--- src/hw/fssb_pkg.sv ---
/*
  package for the flash sector security and boot block: command codes, field positions,
  reset values, byte indices of the security bytes. assumes a host flash controller
  that presents one command at a time and performs the array write itself.
*/
// Behaviour
// RULE1: four per-sector guard bytes, each reads 0x00 when unprogrammed.
// RULE2: guard byte bit2 erase lock, bit1 write lock, bit0 code-read lock, rest zero.
// RULE3: erase lock set blocks firmware erase of sector and lock; programmer global erase clears.
// RULE4: any sector erase or global erase clears the sector write lock with contents.
// RULE5: write lock alone aborts program and page erase; sector/global erase still allowed.
// RULE6: erase lock set aborts every program or erase to sector except global erase.
// RULE7: code-read lock aborts that sector's CRC, flags violation, marks CRC invalid.
// RULE8: global CRC aborts and flags violation if any sector has code-read lock.
// RULE9: code-read lock alone never flags program or erase commands.
// RULE10: boot vector byte holds five-bit vector in bits 4..0, reset 0x00, rest zero.
// RULE11: boot address is boot vector in upper bits with low byte 0x00.
// RULE12: boot state bit0 set forces every reset to start at boot vector address.
// RULE13: boot state bits 7..1 reserved zero, byte resets to 0x00.
// RULE14: aborted command completes without flash write; violation flag held until read or cleared.
`default_nettype none
package fssb_pkg;
  localparam int unsigned      NUM_SECTORS     = 4;
  localparam logic [7:0]       GUARD_RESET     = 8'h00;
  localparam logic [7:0]       BOOT_PAGE_VECTOR_RESET   = 8'h00;
  localparam logic [7:0]       BOOTSTATE_RESET = 8'h00;
  localparam int unsigned      ERASE_LOCK_BIT  = 2;
  localparam int unsigned      WRITE_LOCK_BIT  = 1;
  localparam int unsigned      READ_LOCK_BIT   = 0;
  localparam logic [7:0]       GUARD_MASK      = 8'h07;
  localparam logic [7:0]       BOOT_PAGE_VECTOR_MASK    = 8'h1f;
  localparam logic [7:0]       BOOTSTATE_MASK  = 8'h01;
  localparam logic [7:0]       BOOT_LOW_BYTE   = 8'h00;
  // configuration byte indices on the config port
  localparam logic [2:0]       CFG_GUARD0      = 3'h0;
  localparam logic [2:0]       CFG_BOOT_PAGE_VECTOR     = 3'h4;
  localparam logic [2:0]       CFG_BOOTSTATE   = 3'h5;
  localparam logic [2:0]       CFG_STATUS      = 3'h6;
  localparam logic [7:0]       STATUS_VIOL_BIT = 8'h01;

  typedef enum logic [2:0] {
    FSSB_CMD_PROGRAM    = 3'h0,
    FSSB_CMD_PAGE_ERASE = 3'h1,
    FSSB_CMD_SECT_ERASE = 3'h2,
    FSSB_CMD_GLOB_ERASE = 3'h3,
    FSSB_CMD_SECT_CRC   = 3'h4,
    FSSB_CMD_GLOB_CRC   = 3'h5,
    FSSB_CMD_CFG_WRITE  = 3'h6
  } fssb_cmd_type;
endpackage : fssb_pkg
`default_nettype wire

--- src/hw/fssb_guard.sv ---
/*
  one sector guard byte with its lock decode. assumes the parent decides when
  a write, a write-lock clear or a full clear applies.
*/
`default_nettype none
module fssb_guard
  import fssb_pkg::*;
(
  // clock and reset
  input  wire logic       clk,
  input  wire logic       srst,
  // updates
  input  wire logic       wr_en,
  input  wire logic [7:0] wr_data,
  input  wire logic       clr_write_lock,
  input  wire logic       clr_all,
  // state
  output logic [7:0]      guard_byte,
  output logic            erase_lock,
  output logic            sector_write_lock,
  output logic            code_read_lock
);
  logic [7:0] guard_r;

  always_ff @(posedge clk) begin
    if (srst) begin
      guard_r <= GUARD_RESET; // RULE1
    end else if (clr_all) begin
      guard_r <= GUARD_RESET; // RULE3
    end else if (clr_write_lock) begin
      guard_r[WRITE_LOCK_BIT] <= 1'b0; // RULE4
    end else if (wr_en) begin
      guard_r <= guard_r | (wr_data & GUARD_MASK); // RULE2
    end
  end

  assign guard_byte        = guard_r;
  assign erase_lock        = guard_r[ERASE_LOCK_BIT];
  assign sector_write_lock = guard_r[WRITE_LOCK_BIT];
  assign code_read_lock    = guard_r[READ_LOCK_BIT];
endmodule : fssb_guard
`default_nettype wire

--- src/hw/fssb_top.sv ---
/*
  flash sector security check and boot address selection. a command source
  (firmware or external programmer) presents one command with cmd_valid; the
  verdict answers one cycle later. assumes the host flash controller performs
  allowed array writes when go_pulse is seen and programs config bytes through
  this block's config write command.
*/
`default_nettype none
module fssb_top
  import fssb_pkg::*;
#(
  parameter int unsigned SECT_W = 2
)
(
  // clock and reset
  input  wire logic              clk,
  input  wire logic              srst,
  // command request
  input  wire logic              cmd_valid,
  input  wire logic [2:0]        cmd_code,
  input  wire logic [SECT_W-1:0] cmd_sector,
  input  wire logic              cmd_from_programmer,
  input  wire logic [2:0]        cfg_index,
  input  wire logic [7:0]        cfg_data,
  // verdict
  output logic                   done_pulse,
  output logic                   go_pulse,
  output logic                   abort_pulse,
  output logic                   crc_valid,
  output logic                   violation_flag,
  // status access
  input  wire logic              stat_read,
  input  wire logic              viol_clear,
  output logic [7:0]             read_data,
  // boot
  output logic                   force_boot_vector,
  output logic [15:0]            reset_address
);
  logic [NUM_SECTORS-1:0] erase_lock;
  logic [NUM_SECTORS-1:0] sector_write_lock;
  logic [NUM_SECTORS-1:0] code_read_lock;
  logic [7:0]             guard_byte [NUM_SECTORS];
  logic [NUM_SECTORS-1:0] guard_wr;
  logic [NUM_SECTORS-1:0] guard_clr_wl;
  logic [NUM_SECTORS-1:0] guard_clr_all;
  logic [7:0]             boot_page_vector_r;
  logic [7:0]             boot_state_byte_r;
  logic                   violation_r;
  logic                   done_r;
  logic                   go_r;
  logic                   abort_r;
  logic                   crc_valid_r;
  logic [7:0]             read_data_r;
  logic                   allow;
  logic                   is_crc;
  logic                   sel_erase;
  logic                   sel_write;
  logic                   sel_read;
  fssb_cmd_type           cmd;

  assign cmd       = fssb_cmd_type'(cmd_code);
  assign sel_erase = erase_lock[cmd_sector];
  assign sel_write = sector_write_lock[cmd_sector];
  assign sel_read  = code_read_lock[cmd_sector];
  assign is_crc    = (cmd == FSSB_CMD_SECT_CRC) || (cmd == FSSB_CMD_GLOB_CRC);

  // security verdict; code-read lock never enters write or erase decisions
  always_comb begin
    case (cmd)
      FSSB_CMD_PROGRAM,
      FSSB_CMD_PAGE_ERASE: allow = !sel_erase && !sel_write; // RULE5 RULE6 RULE9
      FSSB_CMD_SECT_ERASE: allow = !sel_erase;               // RULE5 RULE6 RULE3
      FSSB_CMD_GLOB_ERASE: allow = cmd_from_programmer || (erase_lock == '0); // RULE3 RULE6
      FSSB_CMD_SECT_CRC:   allow = !sel_read;                // RULE7
      FSSB_CMD_GLOB_CRC:   allow = (code_read_lock == '0);   // RULE8
      FSSB_CMD_CFG_WRITE:  allow = 1'b1;
      default:             allow = 1'b0;
    endcase
  end

  // guard byte updates only on allowed commands
  always_comb begin
    for (int i = 0; i < NUM_SECTORS; i++) begin
      guard_wr[i]      = cmd_valid && (cmd == FSSB_CMD_CFG_WRITE) &&
                         (cfg_index == CFG_GUARD0 + 3'(i));
      guard_clr_wl[i]  = cmd_valid && allow && (cmd == FSSB_CMD_SECT_ERASE) &&
                         (cmd_sector == SECT_W'(i)); // RULE4
      guard_clr_all[i] = cmd_valid && allow && (cmd == FSSB_CMD_GLOB_ERASE); // RULE3 RULE4
    end
  end

  for (genvar g = 0; g < NUM_SECTORS; g++) begin : g_guard
    fssb_guard u_guard (
      .clk               (clk),
      .srst              (srst),
      .wr_en             (guard_wr[g]),
      .wr_data           (cfg_data),
      .clr_write_lock    (guard_clr_wl[g]),
      .clr_all           (guard_clr_all[g]),
      .guard_byte        (guard_byte[g]),
      .erase_lock        (erase_lock[g]),
      .sector_write_lock (sector_write_lock[g]),
      .code_read_lock    (code_read_lock[g])
    );
  end

  // boot configuration bytes; reserved bits forced to zero
  always_ff @(posedge clk) begin
    if (srst) begin
      boot_page_vector_r <= BOOT_PAGE_VECTOR_RESET;   // RULE10
      boot_state_byte_r  <= BOOTSTATE_RESET; // RULE13
    end else if (cmd_valid && (cmd == FSSB_CMD_CFG_WRITE)) begin
      if (cfg_index == CFG_BOOT_PAGE_VECTOR) begin
        boot_page_vector_r <= cfg_data & BOOT_PAGE_VECTOR_MASK; // RULE10
      end
      if (cfg_index == CFG_BOOTSTATE) begin
        boot_state_byte_r <= cfg_data & BOOTSTATE_MASK; // RULE13
      end
    end
  end

  // command verdict, one cycle after the request
  always_ff @(posedge clk) begin
    if (srst) begin
      done_r      <= 1'b0;
      go_r        <= 1'b0;
      abort_r     <= 1'b0;
      crc_valid_r <= 1'b0;
    end else begin
      done_r  <= cmd_valid;
      go_r    <= cmd_valid && allow;  // RULE14
      abort_r <= cmd_valid && !allow; // RULE14
      if (cmd_valid && is_crc) begin
        crc_valid_r <= allow; // RULE7
      end
    end
  end

  // sticky violation flag; a new violation wins over a clear or read
  always_ff @(posedge clk) begin
    if (srst) begin
      violation_r <= 1'b0;
    end else if (cmd_valid && !allow) begin
      violation_r <= 1'b1; // RULE5 RULE6 RULE7 RULE8
    end else if (viol_clear || stat_read) begin
      violation_r <= 1'b0; // RULE14
    end
  end

  // config read-back
  always_ff @(posedge clk) begin
    if (srst) begin
      read_data_r <= 8'h00;
    end else begin
      case (cfg_index)
        3'h0, 3'h1, 3'h2, 3'h3: read_data_r <= guard_byte[cfg_index[1:0]];
        CFG_BOOT_PAGE_VECTOR:            read_data_r <= boot_page_vector_r;
        CFG_BOOTSTATE:          read_data_r <= boot_state_byte_r;
        CFG_STATUS:             read_data_r <= violation_r ? STATUS_VIOL_BIT : 8'h00;
        default:                read_data_r <= 8'h00;
      endcase
    end
  end

  assign done_pulse        = done_r;
  assign go_pulse          = go_r;
  assign abort_pulse       = abort_r;
  assign crc_valid         = crc_valid_r;
  assign violation_flag    = violation_r;
  assign read_data         = read_data_r;
  assign force_boot_vector = boot_state_byte_r[0]; // RULE12
  assign reset_address     = {boot_page_vector_r, BOOT_LOW_BYTE}; // RULE11
endmodule : fssb_top
`default_nettype wire

--- config.mk ---
export PLATFORM = sky130hd
export DESIGN_NAME = fssb_top
export DESIGN_NICKNAME = d
export VERILOG_FILES = /design/src/hw/fssb_pkg.sv /design/src/hw/fssb_guard.sv /design/src/hw/fssb_top.sv
export SDC_FILE = /design/constraint.sdc
export NUM_CORES = 1
export LEC_CHECK = 0
export ABC_AREA = 1
export BUFFER_PORTS_ARGS = -buffer_cell sky130_fd_sc_hd__buf_4
export CAP_MARGIN = 20
export CORE_MARGIN = 1.5
export CORE_UTILIZATION = 45
export CTS_BUF_LIST = sky130_fd_sc_hd__clkbuf_2
export DETAILED_ROUTE_END_ITERATION = 10
export GPL_ROUTABILITY_DRIVEN = 0
export PLACE_DENSITY = 0.76
export SYNTH_ARGS = -nofsm -noshare
export SYNTH_HDL_FRONTEND = slang
export SYNTH_SLANG_ARGS = --single-unit
--- constraint.sdc ---
create_clock -name clk -period 1.5 [get_ports clk]
set_input_delay 0.075 -clock clk [delete_from_list [all_inputs] [get_ports clk]]
set_output_delay 0.075 -clock clk [all_outputs]
set_load 0.01 [all_outputs]
Yosys cells after proc, flatten, opt, wreduce, memory -nomap -nowiden
Cells that the tools add are included.
W data, S select, Z words.
- muxes and demuxes: 14
- eq/ne operators: 15
- order comparisons: 2
- bitwise operators: 9
- reductions and logical operators: 41
- operators with widths (operator ; number):
    $or A8 B3 Y8 ; 4
    $pmux W8 S4 ; 1
    $eq A3 B3 Y1 const B ; 6
    $bmux W8 S2 ; 1
    $mux W8 ; 2
    $logic_and A1 B1 Y1 ; 15
    $eq A3 B2 Y1 const B ; 4
    $reduce_and A2 Y1 ; 6
    $reduce_or A3 Y1 ; 4
    $logic_not A4 Y1 ; 2
    $bmux W1 S2 ; 3
    $eq A3 B1 Y1 const B ; 2
    $logic_not A3 Y1 ; 2
    $mux W1 ; 6
    $pmux W1 S6 ; 1
    $eq A2 B2 Y1 const B ; 2
    $logic_not A1 Y1 ; 4
    $not A1 Y1 ; 4
    $reduce_or A2 Y1 ; 2
    $reduce_or A4 Y1 ; 1
    $ge A3 B3 Y1 const B ; 1
    $logic_or A1 B1 Y1 ; 3
    $lt A2 B3 Y1 const B ; 1
    $not A2 Y3 ; 1
    3 further kinds ; 3
- bits in registers: 51
- word-level logic and storage cells: 97
- output and inout bits: 30

Depth between registers and ports, before layout
Gate-level depths: netlist of the first run.
- word-level depth: 10
- depth in mapped cells: 10

Cells and area by module
A second synthesis of the first run with hierarchy kept.
- cell total of the unflattened synthesis: 285
- area total of the unflattened synthesis: 1949.4 um2
- by module, submodules not included (module ; area an instance (um2) ; instances ; cells each ; seq. area each (um2)):
    fssb_top ; 1238.7 ; 1 ; 189 ; 380.4
    fssb_guard ; 177.7 ; 4 ; 24 ; 60.1

Worst setup path after synthesis of the first run
Ideal clock, no wire load.
- kind: reg-to-reg
- start: reg g_guard[2].u_guard.guard_r[0]
- end: reg g_guard[2].u_guard.guard_r[1]
- clock period less this slack: 1.149 ns
- path buffers: 0
- arrival time: 1.035 ns
- data required time: 1.387 ns
- setup slack: 0.351 ns
- cell stages (with the launch flop): 11
- setup time: 0.113 ns
- path through: dfxtp_1 -> nor2_1 -> nand2_1 -> nor2_1 -> nor2_1 -> nand2_1 -> nor2_4 -> nand2_4 -> nand3_4 -> nand2_8 -> nor2_4
- cells in the longest elaborated chain, start to end: 8
- RTL lines (what ; line ; source):
    start: declaration ; fssb_guard.sv:23 ; logic [7:0] guard_r;
    start signal: assignment ; fssb_guard.sv:33 ; guard_r <= guard_r | (wr_data & GUARD_MASK);
    $bmux W1 S2 ; fssb_top.sv:64 ; assign sel_read = code_read_lock[cmd_sector];
    $mux W1 (not written as such) ; fssb_top.sv:64 ;
    $logic_not A1 Y1 ; fssb_top.sv:74 ; FSSB_CMD_SECT_CRC: allow = !sel_read;
    $pmux W1 S6 (*) ; fssb_top.sv:69 ; case (cmd)
    $logic_and A1 B1 Y1 (*) ; fssb_top.sv:86, fssb_top.sv:88 ;
    $logic_and A1 B1 Y1 (2 in series) ; fssb_top.sv:86 ; guard_clr_wl[i] = cmd_valid && allow && (cmd == FSSB_CMD_SECT_ERASE) &&
    $reduce_or A3 Y1 (no line) (*) ; n/a ;
Mark *: on every way between the ends. The rest lies on a longest branch, timed or not. The select of a mux whose other input is x is not followed.
A chain may end at the register's enable or synchronous reset.

Worst setup path after layout of the first run
- start: reg g_guard[1].u_guard.guard_r[2]
- end: reg g_guard[3].u_guard.guard_r[0]
- cells in the longest elaborated chain, start to end: 10
- RTL lines (what ; line ; source):
    start: declaration ; fssb_guard.sv:23 ;
    start signal: assignment ; fssb_guard.sv:33 ;
    $bmux W1 S2 ; fssb_top.sv:62 ; assign sel_erase = erase_lock[cmd_sector];
    $mux W1 (not written as such) ; fssb_top.sv:62 ;
    $logic_not A1 Y1 ; fssb_top.sv:71, fssb_top.sv:72 ;
    $logic_and A1 B1 Y1 ; fssb_top.sv:71 ; FSSB_CMD_PAGE_ERASE: allow = !sel_erase && !sel_write;
    $pmux W1 S6 (*) ; fssb_top.sv:69 ;
    $logic_and A1 B1 Y1 (*) ; fssb_top.sv:86, fssb_top.sv:88 ;
    $logic_and A1 B1 Y1 (2 in series) ; fssb_top.sv:86 ;
    $not A1 Y1 (no line) ; n/a ;
    $reduce_and A2 Y1 (no line) ; n/a ;
    end signal: assignment ; fssb_guard.sv:33 ;
    end: declaration ; fssb_guard.sv:23 ;
Marks and branches as above.

==> run summary, run 1 <==
VDD IR max: 0.448 mV
Wirelength per Cell: 10.9 um
Port bufs: 34
Most common cell after layout, fill and taps aside: buf_4
Share of flip-flops with an asynchronous set or reset: 0
Core area: 3340 um^2
# DRC: 0
Setup WS pre-CTS: 0.187 ns
Die height: 61.8 um
Req. time, crit path: 1.80 ns
Clock Sinks: 28
Setup bufs post-CTS: 0
Placed cells: 292
Final hold vios: 0
Number of I/O pins: 52
Run status: complete, no violations
Synth cell types: 27
Via Count: 1434
Final setup viols: 0
Top FF cell, synth: dfxtp_1
Worst skew pair latency: 0.36 ns
Synth Instances: 215
Syn Area/Cell: 7.23 um^2
First-pass GRT wire length: 5.10 mm
Total grt overflow: 0
Number of vias per cell: 4.69
Ant. Diodes: 0
Area growth syn-to-layout: 24.3%
Root buf cell: clkbuf_2
Period utilization: 0.898
Die area: 3810 um^2
Initial antenna violation count: 0
Setup Skew: 0.0129 ns
Syn Std Cell Area: 1550 um^2
Final WL: 3.34 mm
CTS tree: built
WS Path Type: reg2reg
WP data arrival: 1.65 ns
P_leak: 0.860 nW
Setup TNS: 0 ns
YS warnings: 0
Final #Nets: 283
Drt first pass iters: 4
RSZ-0062 raised after global routing: no
Worst setup margin: 0.154 ns
Final core occ: 0.579
Post-synth EDFFs: 0
Total power: 1.25 mW
Clock Path Buffers: 2
Power per cell area: 648 nW/um^2
Non-filler cells, final: 306
Effective utilization at floorplan: 0.466
Maximum clock frequency: 743 MHz
Hold Crit Class: in2reg
# rows: 21
Min Tclk post-route: 1.35 ns
Largest net degree at the start of global routing: 16
Layout cells sized above 1: 0.292
DRT antenna net count: 0
DR iter-0 viols: 62
Total GRT Usage: 0.181
Commonest cells after routing, fill and taps aside: 36 x buf_4, 32 x nand2_1, 31 x nor2_1, 24 x dfxtp_1, 19 x nand3_1
Startpoint Class: flop
Register bit total from synthesis: 28
CTS buffer count: 3
Clock transition at path regs: 0.22 ns
Die Wd: 61.8 um
Vias in the first global route: 1134
Sequential cell area fraction in the yosys report: 0.361
Final HPWL DP: 2.58 mm
H-tree depth: 1
Crit-path max FO: 9
Final Max Tran Viols: 0
Max-cap violations: 0
CP Capture Type: flop
==> repair_timing <==
action / CTS / global route
hold buffers: 9 / 1
setup endpoints to repair: 0 / 4
endpoints found under the hold margin: 13 / 1
gates resized for setup: 0 / 4
==> path summary, 6_finish.rpt <==
kind	startpoint	endpoint	slack, ns	cells past startpoint
hold reg to reg	boot_page_vector_r[3]	read_data[3]	0.47	2
hold / removal	cfg_data[0]	boot_page_vector_r[0]	0.02	3
setup / recovery	g_guard[1].u_guard.guard_byte[2]	g_guard[3].u_guard.guard_byte[0]	0.15	10
setup reg to reg	g_guard[1].u_guard.guard_byte[2]	g_guard[3].u_guard.guard_byte[0]	0.15	10
==> cell families (layout without fill, tap and decap cells) <==
kind of cell	after synthesis	in the layout	share of synthesized area
other cells	1	14	0.00241
simple gates	114	114	0.390
buf+inv	42	74	0.137
compound gates	30	30	0.110
flops	28	28	0.361
==> stage by stage <==
stage	hold WS, ns	area (um^2)
after floorplan	0.189	1600
after global placement	0.279	1810
after detailed placement	0.279	1810
after CTS	0.0109	1920
final	0.0204	1930
after global routing	0.000802	1930
==> sequential cells by signal (all words and copies together), names as in the netlist <==
signal / flops
g_guard.u_guard.guard_byte: 12
boot_page_vector_r: 5
read_data: 5
abort_pulse: 1
boot_state_byte_r: 1
crc_valid: 1
done_pulse: 1
go_pulse: 1
violation_flag: 1
==> per-layer routing <==
layer,part of all wire,vias to the layer above,GRT usage
met2,0.47,38,0.277
met5,0,-,0
met3,0.056,2,0.0476
met4,0.0021,0,0.0182
met1,0.47,634,0.267
li1,-,760,-
==> area by class of cell <==
type                            instances  area [um^2]
Tap cell                               46         57.6
Timing Repair Buffer                   46          370
Multi-Input combinational cell        158          830
Fill cell                             323         1410
Clock inverter                          1         3.75
Sequential cell                        28          566
Inverter                               24         90.1
Clock buffer                            3         15.0
==> critical path, stage by stage (launching register included) <==
cell     delay [ns]
dfxtp_1        0.44
nor2_1         0.07
nand2_1        0.09
nand2_1        0.06
nand2_1        0.06
nand2_1        0.08
nor2_4         0.12
nand2_4        0.08
nand3_4        0.10
nand2_8        0.10
nor2_2         0.11
==> synthesized netlist by cell type (2+ instances only) <==
| master | instances | area, um^2 |
|---|---|---|
| nand2_1 | 32 | 120 |
| nor2_1 | 31 | 116 |
| dfxtp_1 | 28 | 561 |
| nand3_1 | 19 | 95.1 |
| inv_1 | 18 | 67.6 |
| a21oi_1 | 14 | 70.1 |
| buf_4 | 14 | 105 |
| nor2_2 | 13 | 81.3 |
| o21ai_0 | 8 | 40.0 |
| nor2_4 | 7 | 78.8 |
| inv_2 | 6 | 22.5 |
| a22oi_1 | 5 | 37.5 |
| nor3_1 | 3 | 15.0 |
| buf_2 | 2 | 10.0 |
| clkbuf_1 | 2 | 7.51 |
| nand4_1 | 2 | 12.5 |
==> power breakdown <==
group / total (mW) / internal [mW] / leakage, nW / switching [mW]
logic: 0.229 / 0.0937 / 0.617 / 0.136
clock network: 0.261 / 0.0579 / 0.0140 / 0.203
registers: 0.761 / 0.756 / 0.228 / 0.00487
total: 1.25 / 0.907 / 0.860 / 0.344
No activity file was read; power rests on OpenSTA's default activity.
==> run 2, diff against run 1 <==
- CELL_PAD_IN_SITES_DETAIL_PLACEMENT: unset -> 1
- CELL_PAD_IN_SITES_GLOBAL_PLACEMENT: unset -> 2
- CORE_UTILIZATION: 45 -> 28
- PLACE_DENSITY: 0.76 -> unset
- PLACE_DENSITY_LB_ADDON: unset -> 0.12
- RECOVER_POWER: unset -> 25
==> run 2 against run 1 <==
Fmax down 3.6%. Via count up 3.1%. Worst hold slack improved by 0.023 ns.
==> run summary, run 2 (synthesized netlist as in run 1, its figures left out) <==
Run status: complete, no violations (unchanged)
Die height: 77.5 um (was 61.8 um)
Non-filler cells, final: 332 (was 306)
Hold WS: 0.0430 ns (was 0.0204 ns)
Clock transition at path regs: 0.24 ns (was 0.22 ns)
Initial antenna violation count: 0 (unchanged)
Layout cells sized above 1: 0.294 (was 0.292)
CP bufs+invs: 1 (was 0)
VDD IR max: 0.331 mV (was 0.448 mV)
Last element of the critical path: g_guard[0].u_guard.guard_byte[2] (was g_guard[3].u_guard.guard_byte[0])
Final Max Tran Viols: 0 (unchanged)
Clock Sinks: 28 (unchanged)
Hold Crit Class: in2reg (unchanged)
Placed cells: 317 (was 292)
Instance count on the critical path: 9 (was 10)
Worst path slowest cell: dfxtp_4 (was dfxtp_1)
# rows: 26 (was 21)
CP Capture Type: flop (unchanged)
Final WL: 4.31 mm (was 3.34 mm)
Setup Skew: 0.00162 ns (was 0.0129 ns)
Max reg flops: 12 (unchanged)
Worst skew pair latency: 0.35 ns (was 0.36 ns)
WP data arrival: 1.67 ns (was 1.65 ns)
Die Wd: 77.5 um (was 61.8 um)
CP most frequent cell: nor2_2 (was nand2_1)
Port bufs: 34 (unchanged)
Worst path max stage delay: 0.41 ns (was 0.44 ns)
Area growth syn-to-layout: 27.0% (was 24.3%)
Number of vias per cell: 4.45 (was 4.69)
DRT antenna net count: 0 (unchanged)
CTS buffer count: 3 (unchanged)
Largest net degree at the start of global routing: 15 (was 16)
Final hold vios: 0 (unchanged)
Setup crit start: g_guard[1].u_guard.guard_byte[0] (was g_guard[1].u_guard.guard_byte[2])
Hold path depth: 3 (unchanged)
P_leak: 0.844 nW (was 0.860 nW)
Die area: 6010 um^2 (was 3810 um^2)
Effective utilization at floorplan: 0.297 (was 0.466)
Core area: 5240 um^2 (was 3340 um^2)
Worst path cell trace: buf_4 -> nand3_1 -> nand3_2 -> nor2_2 -> nor2_4 -> nand2_4 -> nand3_4 -> nand2_8 -> nor2_2 (was nor2_1 -> nand2_1 -> nand2_1 -> nand2_1 -> nand2_1 -> nor2_4 -> nand2_4 -> nand3_4 -> nand2_8 -> nor2_2)
DR iter-0 viols: 39 (was 62)
CTS tree: built (unchanged)
Worst reg-to-reg path cell count: 9 (was 10)
Period utilization: 0.931 (was 0.898)
Crit-path max FO: 9 (unchanged)
Total power: 1.25 mW (about the same)
WS Path Type: reg2reg (unchanged)
Final #Nets: 286 (was 283)
Clock Path Buffers: 2 (unchanged)
Drt first pass iters: 4 (unchanged)
Top delay family on crit path: simple AND/OR/NAND/NOR gates (unchanged)
Worst r2r dst: g_guard[0].u_guard.guard_byte[2] (was g_guard[3].u_guard.guard_byte[0])
Startpoint Class: flop (unchanged)
Final setup viols: 0 (unchanged)
RSZ-0062 raised after global routing: yes (was no)
H-tree depth: 1 (unchanged)
Number of I/O pins: 52 (unchanged)
Max-cap violations: 0 (unchanged)
Wirelength per Cell: 13.0 um (was 10.9 um)
Vias in the first global route: 1378 (was 1134)
Req. time, crit path: 1.78 ns (was 1.80 ns)
Commonest cells after routing, fill and taps aside: 32 x nand2_1, 31 x buf_4, 30 x nor2_1, 20 x dfxtp_1 (was 36 x buf_4, 32 x nand2_1, 31 x nor2_1, 24 x dfxtp_1, 19 x nand3_1)
Placed cell area: 1850 um^2 (was 1810 um^2)
Final HPWL DP: 3.38 mm (was 2.58 mm)
Post-route cell area: 1970 um^2 (was 1930 um^2)
Power per cell area: 636 nW/um^2 (was 648 nW/um^2)
Total GRT Usage: 0.147 (was 0.181)
Total grt overflow: 0 (unchanged)
R2R setup slack: 0.10 ns (was 0.15 ns)
# DRC: 0 (unchanged)
Ant. Diodes: 0 (unchanged)
Via Count: 1479 (was 1434)
Final core occ: 0.377 (was 0.579)
Root buf cell: clkbuf_2 (unchanged)
First-pass GRT wire length: 6.91 mm (was 5.10 mm)
Maximum clock frequency: 716 MHz (was 743 MHz)
Min Tclk post-route: 1.40 ns (was 1.35 ns)
Worst r2r src: g_guard[1].u_guard.guard_byte[0] (was g_guard[1].u_guard.guard_byte[2])
Most common cell after layout, fill and taps aside: nand2_1 (was buf_4)
[run 2: cell count changes in the layout (fill, tap and decap cells not counted), sizes merged]
cell | before | now
buf | 36 | 31
clkinv | 1 | 0
clkbuf | 3 | 11
[run 2: worst min path at each step]
stage | startpoint | end | slack, ns
detailed placement | stat_read | violation_flag | 0.28
global placement | viol_clear | violation_flag | 0.28
CTS | cfg_index[2] | read_data[0] | 0.02
floorplan | viol_clear | violation_flag | 0.19
finish | cfg_index[2] | read_data[0] | 0.04
global route | cfg_index[2] | read_data[0] | 0.02
[run 2: final cells by class]
class,count,area (um^2)
clock buffers,3,15.0
well taps,70,87.6
flip-flops and latches,28,581
repair buffers,49,363
inverters,24,90.1
fillers,672,3260
multi-input cells,158,837
[run 2: metrics by stage]
step / TNS (ns) / worst slack, ns
after floorplan: 0 / 0.351
after detailed placement: 0 / 0.121
final: 0 / 0.104
after global routing: -0.0724 / -0.0235
after CTS: 0 / 0.0476
after global placement: 0 / 0.129
[run 2: report_power, final]
part / internal [mW] / leakage, nW / switching (mW)
combinational: 0.0948 / 0.600 / 0.143
sequential: 0.749 / 0.232 / 0.00558
clock: 0.0543 / 0.0125 / 0.208
[run 2: metal layers]
layer	up-vias	track usage	share of wire	routed length, um
met5	-	0	0	0
met4	0	0.0164	0.0032	14
met3	2	0.0318	0.038	162
met2	31	0.232	0.45	1940
met1	687	0.211	0.51	2190
li1	759	-	-	-
[run 2: worst min-delay path: stages]
cell and delay, ns:
buf_4 0.14, nand3_1 0.08, a31oi_1 0.08
[run 2: repair_timing]
| action | CTS | global route |
|---|---|---|
| hold buffers | 10 | 0 |
| gates resized for setup | 0 | 14 |
| setup buffers | 0 | 2 |
| endpoints found under the setup margin | 0 | 13 |
| endpoints found under the hold margin | 18 | 0 |
==> run 3, diff against run 2 <==
- ABC_AREA: 1 -> unset
- CORE_UTILIZATION: 28 -> 31
==> run 3 against run 2 <==
Clock power is 8.8% higher. Sequential cell count stayed put. Global-route usage is 0.63 points higher. Register-to-register slack about the same. Count of clock-buffer cells in the layout did not move. Worst hold slack improved by 0.018 ns. Via count decreased by 13%. Critical path depth down 3. Largest power group unchanged. Worst setup slack worse by 0.011 ns. Clock skew up 0.023 ns. Synthesized cell count decreased by 26%.
==> run summary, run 3 <==
Run status: complete, no violations (unchanged)
H-tree depth: 1 (unchanged)
R2R setup slack: 0.09 ns (was 0.10 ns)
Worst path slowest cell: dfxtp_2 (was dfxtp_4)
Clock transition at path regs: 0.28 ns (was 0.24 ns)
Via Count: 1283 (was 1479)
Die area: 5450 um^2 (was 6010 um^2)
Commonest cells after routing, fill and taps aside: 33 x buf_4, 25 x dfxtp_1, 15 x a21oi_1, 14 x conb_1, 13 x nor2_1 (was 32 x nand2_1, 31 x buf_4, 30 x nor2_1, 20 x dfxtp_1)
Setup Skew: 0.0250 ns (was 0.00162 ns)
Root buf cell: clkbuf_2 (unchanged)
Min Tclk post-route: 1.41 ns (was 1.40 ns)
Most common cell after layout, fill and taps aside: buf_4 (was nand2_1)
Final Max Tran Viols: 0 (unchanged)
Sequential cell area fraction in the yosys report: 0.360 (was 0.361)
Setup bufs post-CTS: 0 (unchanged)
Number of I/O pins: 52 (unchanged)
Syn Std Cell Area: 1560 um^2 (was 1550 um^2)
CP bufs+invs: 1 (unchanged)
Maximum clock frequency: 711 MHz (was 716 MHz)
Syn Area/Cell: 9.72 um^2 (was 7.23 um^2)
Hold Startpoint: srst (was cfg_index[2])
Hold path depth: 2 (was 3)
Synth top area share: 0.360 (was 0.361)
DR iter-0 viols: 41 (was 39)
Worst reg-to-reg path cell count: 6 (was 9)
Clock Sinks: 28 (unchanged)
Clock Path Buffers: 2 (unchanged)
FILL cells: 583 (was 672)
Period utilization: 0.938 (was 0.931)
Synth Area in Compound Gates: 0.154 (was 0.110)
Worst r2r dst: g_guard[1].u_guard.guard_byte[2] (was g_guard[0].u_guard.guard_byte[2])
Met3 routed WL: 93 um (was 162 um)
Adder-cell share of the synthesized area: 0 (unchanged)
Post-route met1 wirelength: 1.76 mm (was 2.19 mm)
Worst skew pair latency: 0.38 ns (was 0.35 ns)
Die Wd: 73.8 um (was 77.5 um)
Seq. cell area: 564 um^2 (was 581 um^2)
XOR/XNOR share of the synthesized area: 0 (unchanged)
WL met2: 2.09 mm (was 1.94 mm)
Setup TNS: 0 ns (unchanged)
Top cells by count, synth: 28 x dfxtp_1, 15 x a21oi_1, 14 x buf_4, 13 x nor2_1 (was 32 x nand2_1, 31 x nor2_1, 28 x dfxtp_1, 19 x nand3_1, 18 x inv_1)
First-pass GRT wire length: 6.39 mm (was 6.91 mm)
YS warnings: 0 (unchanged)
Effective utilization at floorplan: 0.325 (was 0.297)
Most frequent cell after synthesis: dfxtp_1 (was nand2_1)
Final WL: 3.99 mm (was 4.31 mm)
Total GRT Usage: 0.154 (was 0.147)
Synth cell types: 39 (was 27)
Synth Instances: 160 (was 215)
Largest family of logic cells by synthesized area: simple AND/OR/NAND/NOR gates (unchanged)
CP Capture Type: flop (unchanged)
Max-cap violations: 0 (unchanged)
Hold Crit Class: in2reg (unchanged)
Final HPWL DP: 3.00 mm (was 3.38 mm)
Worst path cell trace: nor4_2 -> nand4b_1 -> nand4_1 -> and3_4 -> buf_12 -> nor3_2 (was buf_4 -> nand3_1 -> nand3_2 -> nor2_2 -> nor2_4 -> nand2_4 -> nand3_4 -> nand2_8 -> nor2_2)
Top FF cell, synth: dfxtp_1 (unchanged)
CTS tree: built (unchanged)
Top delay family on crit path: simple AND/OR/NAND/NOR gates (unchanged)
RSZ-0062 raised after global routing: yes (unchanged)
Share of flip-flops with an asynchronous set or reset: 0 (unchanged)
Die height: 73.8 um (was 77.5 um)
Worst r2r src: g_guard[2].u_guard.guard_byte[0] (was g_guard[1].u_guard.guard_byte[0])
Post-synth EDFFs: 0 (unchanged)
Max reg flops: 12 (unchanged)
VDD IR max: 0.268 mV (was 0.331 mV)
Power per cell area: 659 nW/um^2 (was 636 nW/um^2)
Req. time, crit path: 1.78 ns (about the same)
Port bufs: 34 (unchanged)
Final #Nets: 223 (was 286)
Final hold vios: 0 (unchanged)
Crit-path max FO: 8 (was 9)
Startpoint Class: flop (unchanged)
WS Path Type: reg2reg (unchanged)
# rows: 25 (was 26)
Largest net degree at the start of global routing: 27 (was 15)
Synth area leader: dfxtp_1 (unchanged)
# DRC: 0 (unchanged)
WP data arrival: 1.68 ns (was 1.67 ns)
Register bit total from synthesis: 28 (unchanged)
Multi-input gate area: 867 um^2 (was 837 um^2)
Core area: 4790 um^2 (was 5240 um^2)
Ant. Diodes: 0 (unchanged)
Synth top area cells: dfxtp_1 36%, buf_4 6.8%, mux2i_1 5.1%, nor3_2 5.1%, a21oi_1 4.8% (was dfxtp_1 36%, nand2_1 7.7%, nor2_1 7.5%, buf_4 6.8%, nand3_1 6.1%)
Vias in the first global route: 1318 (was 1378)
Placed cell area: 1820 um^2 (was 1850 um^2)
Hold Path Sink: g_guard[1].u_guard.guard_byte[1] (was read_data[0])
Post-synthesis simple-gate area fraction: 0.240 (was 0.390)
Wirelength per Cell: 14.9 um (was 13.0 um)
Post-synthesis mux area share: 0.109 (was 0)
DRT antenna net count: 0 (unchanged)
Top layer in use: met4 (unchanged)
Area growth syn-to-layout: 25.1% (was 27.0%)
Total power: 1.28 mW (was 1.25 mW)
Final setup viols: 0 (unchanged)
Total grt overflow: 0 (unchanged)
CTS buffer count: 3 (unchanged)
Post-route cell area: 1950 um^2 (was 1970 um^2)
Drt first pass iters: 4 (unchanged)
Number of vias per cell: 4.81 (was 4.45)
Worst path max stage delay: 0.40 ns (was 0.41 ns)
Layout cells sized above 1: 0.340 (was 0.294)
P_leak: 0.826 nW (was 0.844 nW)
Initial antenna violation count: 0 (unchanged)
==> run 3: what timing repair did <==
item                                    CTS  global route
endpoints found under the setup margin    8            15
gates resized for setup                   1             7
hold endpoints to repair                 12             1
hold buffers                              8             1
==> run 3: cell type report <==
| cell class | instances | area share |
|---|---|---|
| Inverter | 3 | 0.00579 |
| Sequential cell | 28 | 0.290 |
| Clock inverter | 1 | 0.00193 |
| Timing Repair Buffer | 50 | 0.206 |
| Tap cell | 67 | 0.0431 |
| Clock buffer | 3 | 0.00772 |
| Multi-Input combinational cell | 115 | 0.446 |
==> run 3: worst register-to-register path, stage by stage, from the launching register on <==
cell and delay (ns):
dfxtp_2 0.40, nor4_2 0.27, nand4b_1 0.12, nand4_1 0.12, and3_4 0.21, buf_12 0.13
nor3_2 0.05
==> run 3: stage by stage <==
stage,setup WS [ns],hold WS [ns],utilization,std cells
after floorplan,0.249,0.219,-,173
after global placement,-0.0114,0.304,0.381,254
after detailed placement,-0.00287,0.324,0.381,254
after CTS,0.00446,0.00209,0.403,266
after global routing,-0.00824,0.0456,0.407,267
final,0.0930,0.0613,0.407,267
==> run 3: layer usage <==
| layer | global-route usage | vias to the layer above |
|---|---|---|
| met5 | 0 | - |
| met4 | 0.0453 | 0 |
| met3 | 0.0219 | 4 |
| met2 | 0.269 | 24 |
| met1 | 0.194 | 627 |
| li1 | - | 628 |
==> run 3: how the worst max path moves through the flow <==
stage                                     startpoint  slack, ns                               end  cells past startpoint
CTS                 g_guard[2].u_guard.guard_byte[0]      0.004  g_guard[1].u_guard.guard_byte[2]                      6
floorplan           g_guard[2].u_guard.guard_byte[0]       0.25                         crc_valid                      6
detailed placement  g_guard[0].u_guard.guard_byte[2]     -0.003  g_guard[0].u_guard.guard_byte[0]                      6
finish              g_guard[2].u_guard.guard_byte[0]       0.09  g_guard[1].u_guard.guard_byte[2]                      6
global route        g_guard[2].u_guard.guard_byte[0]     -0.008  g_guard[2].u_guard.guard_byte[2]                      6
global placement    g_guard[0].u_guard.guard_byte[2]      -0.01  g_guard[2].u_guard.guard_byte[2]                      6
==> run 3: report_power, final <==
part           leakage (nW)  internal (mW)  switching (mW)
clock network        0.0140         0.0579           0.227
logic                 0.584          0.107           0.127
registers             0.228          0.757         0.00527
==> run 3: cell families (layout without fill, tap and decap cells) <==
| group | count (synthesis) | in the layout |
|---|---|---|
| and+or+nand+nor | 55 | 55 |
| other | 1 | 14 |
| AOI/OAI and AO/OA | 33 | 33 |
| DFF | 28 | 28 |
| buffers and inverters | 30 | 57 |
| muxes | 13 | 13 |
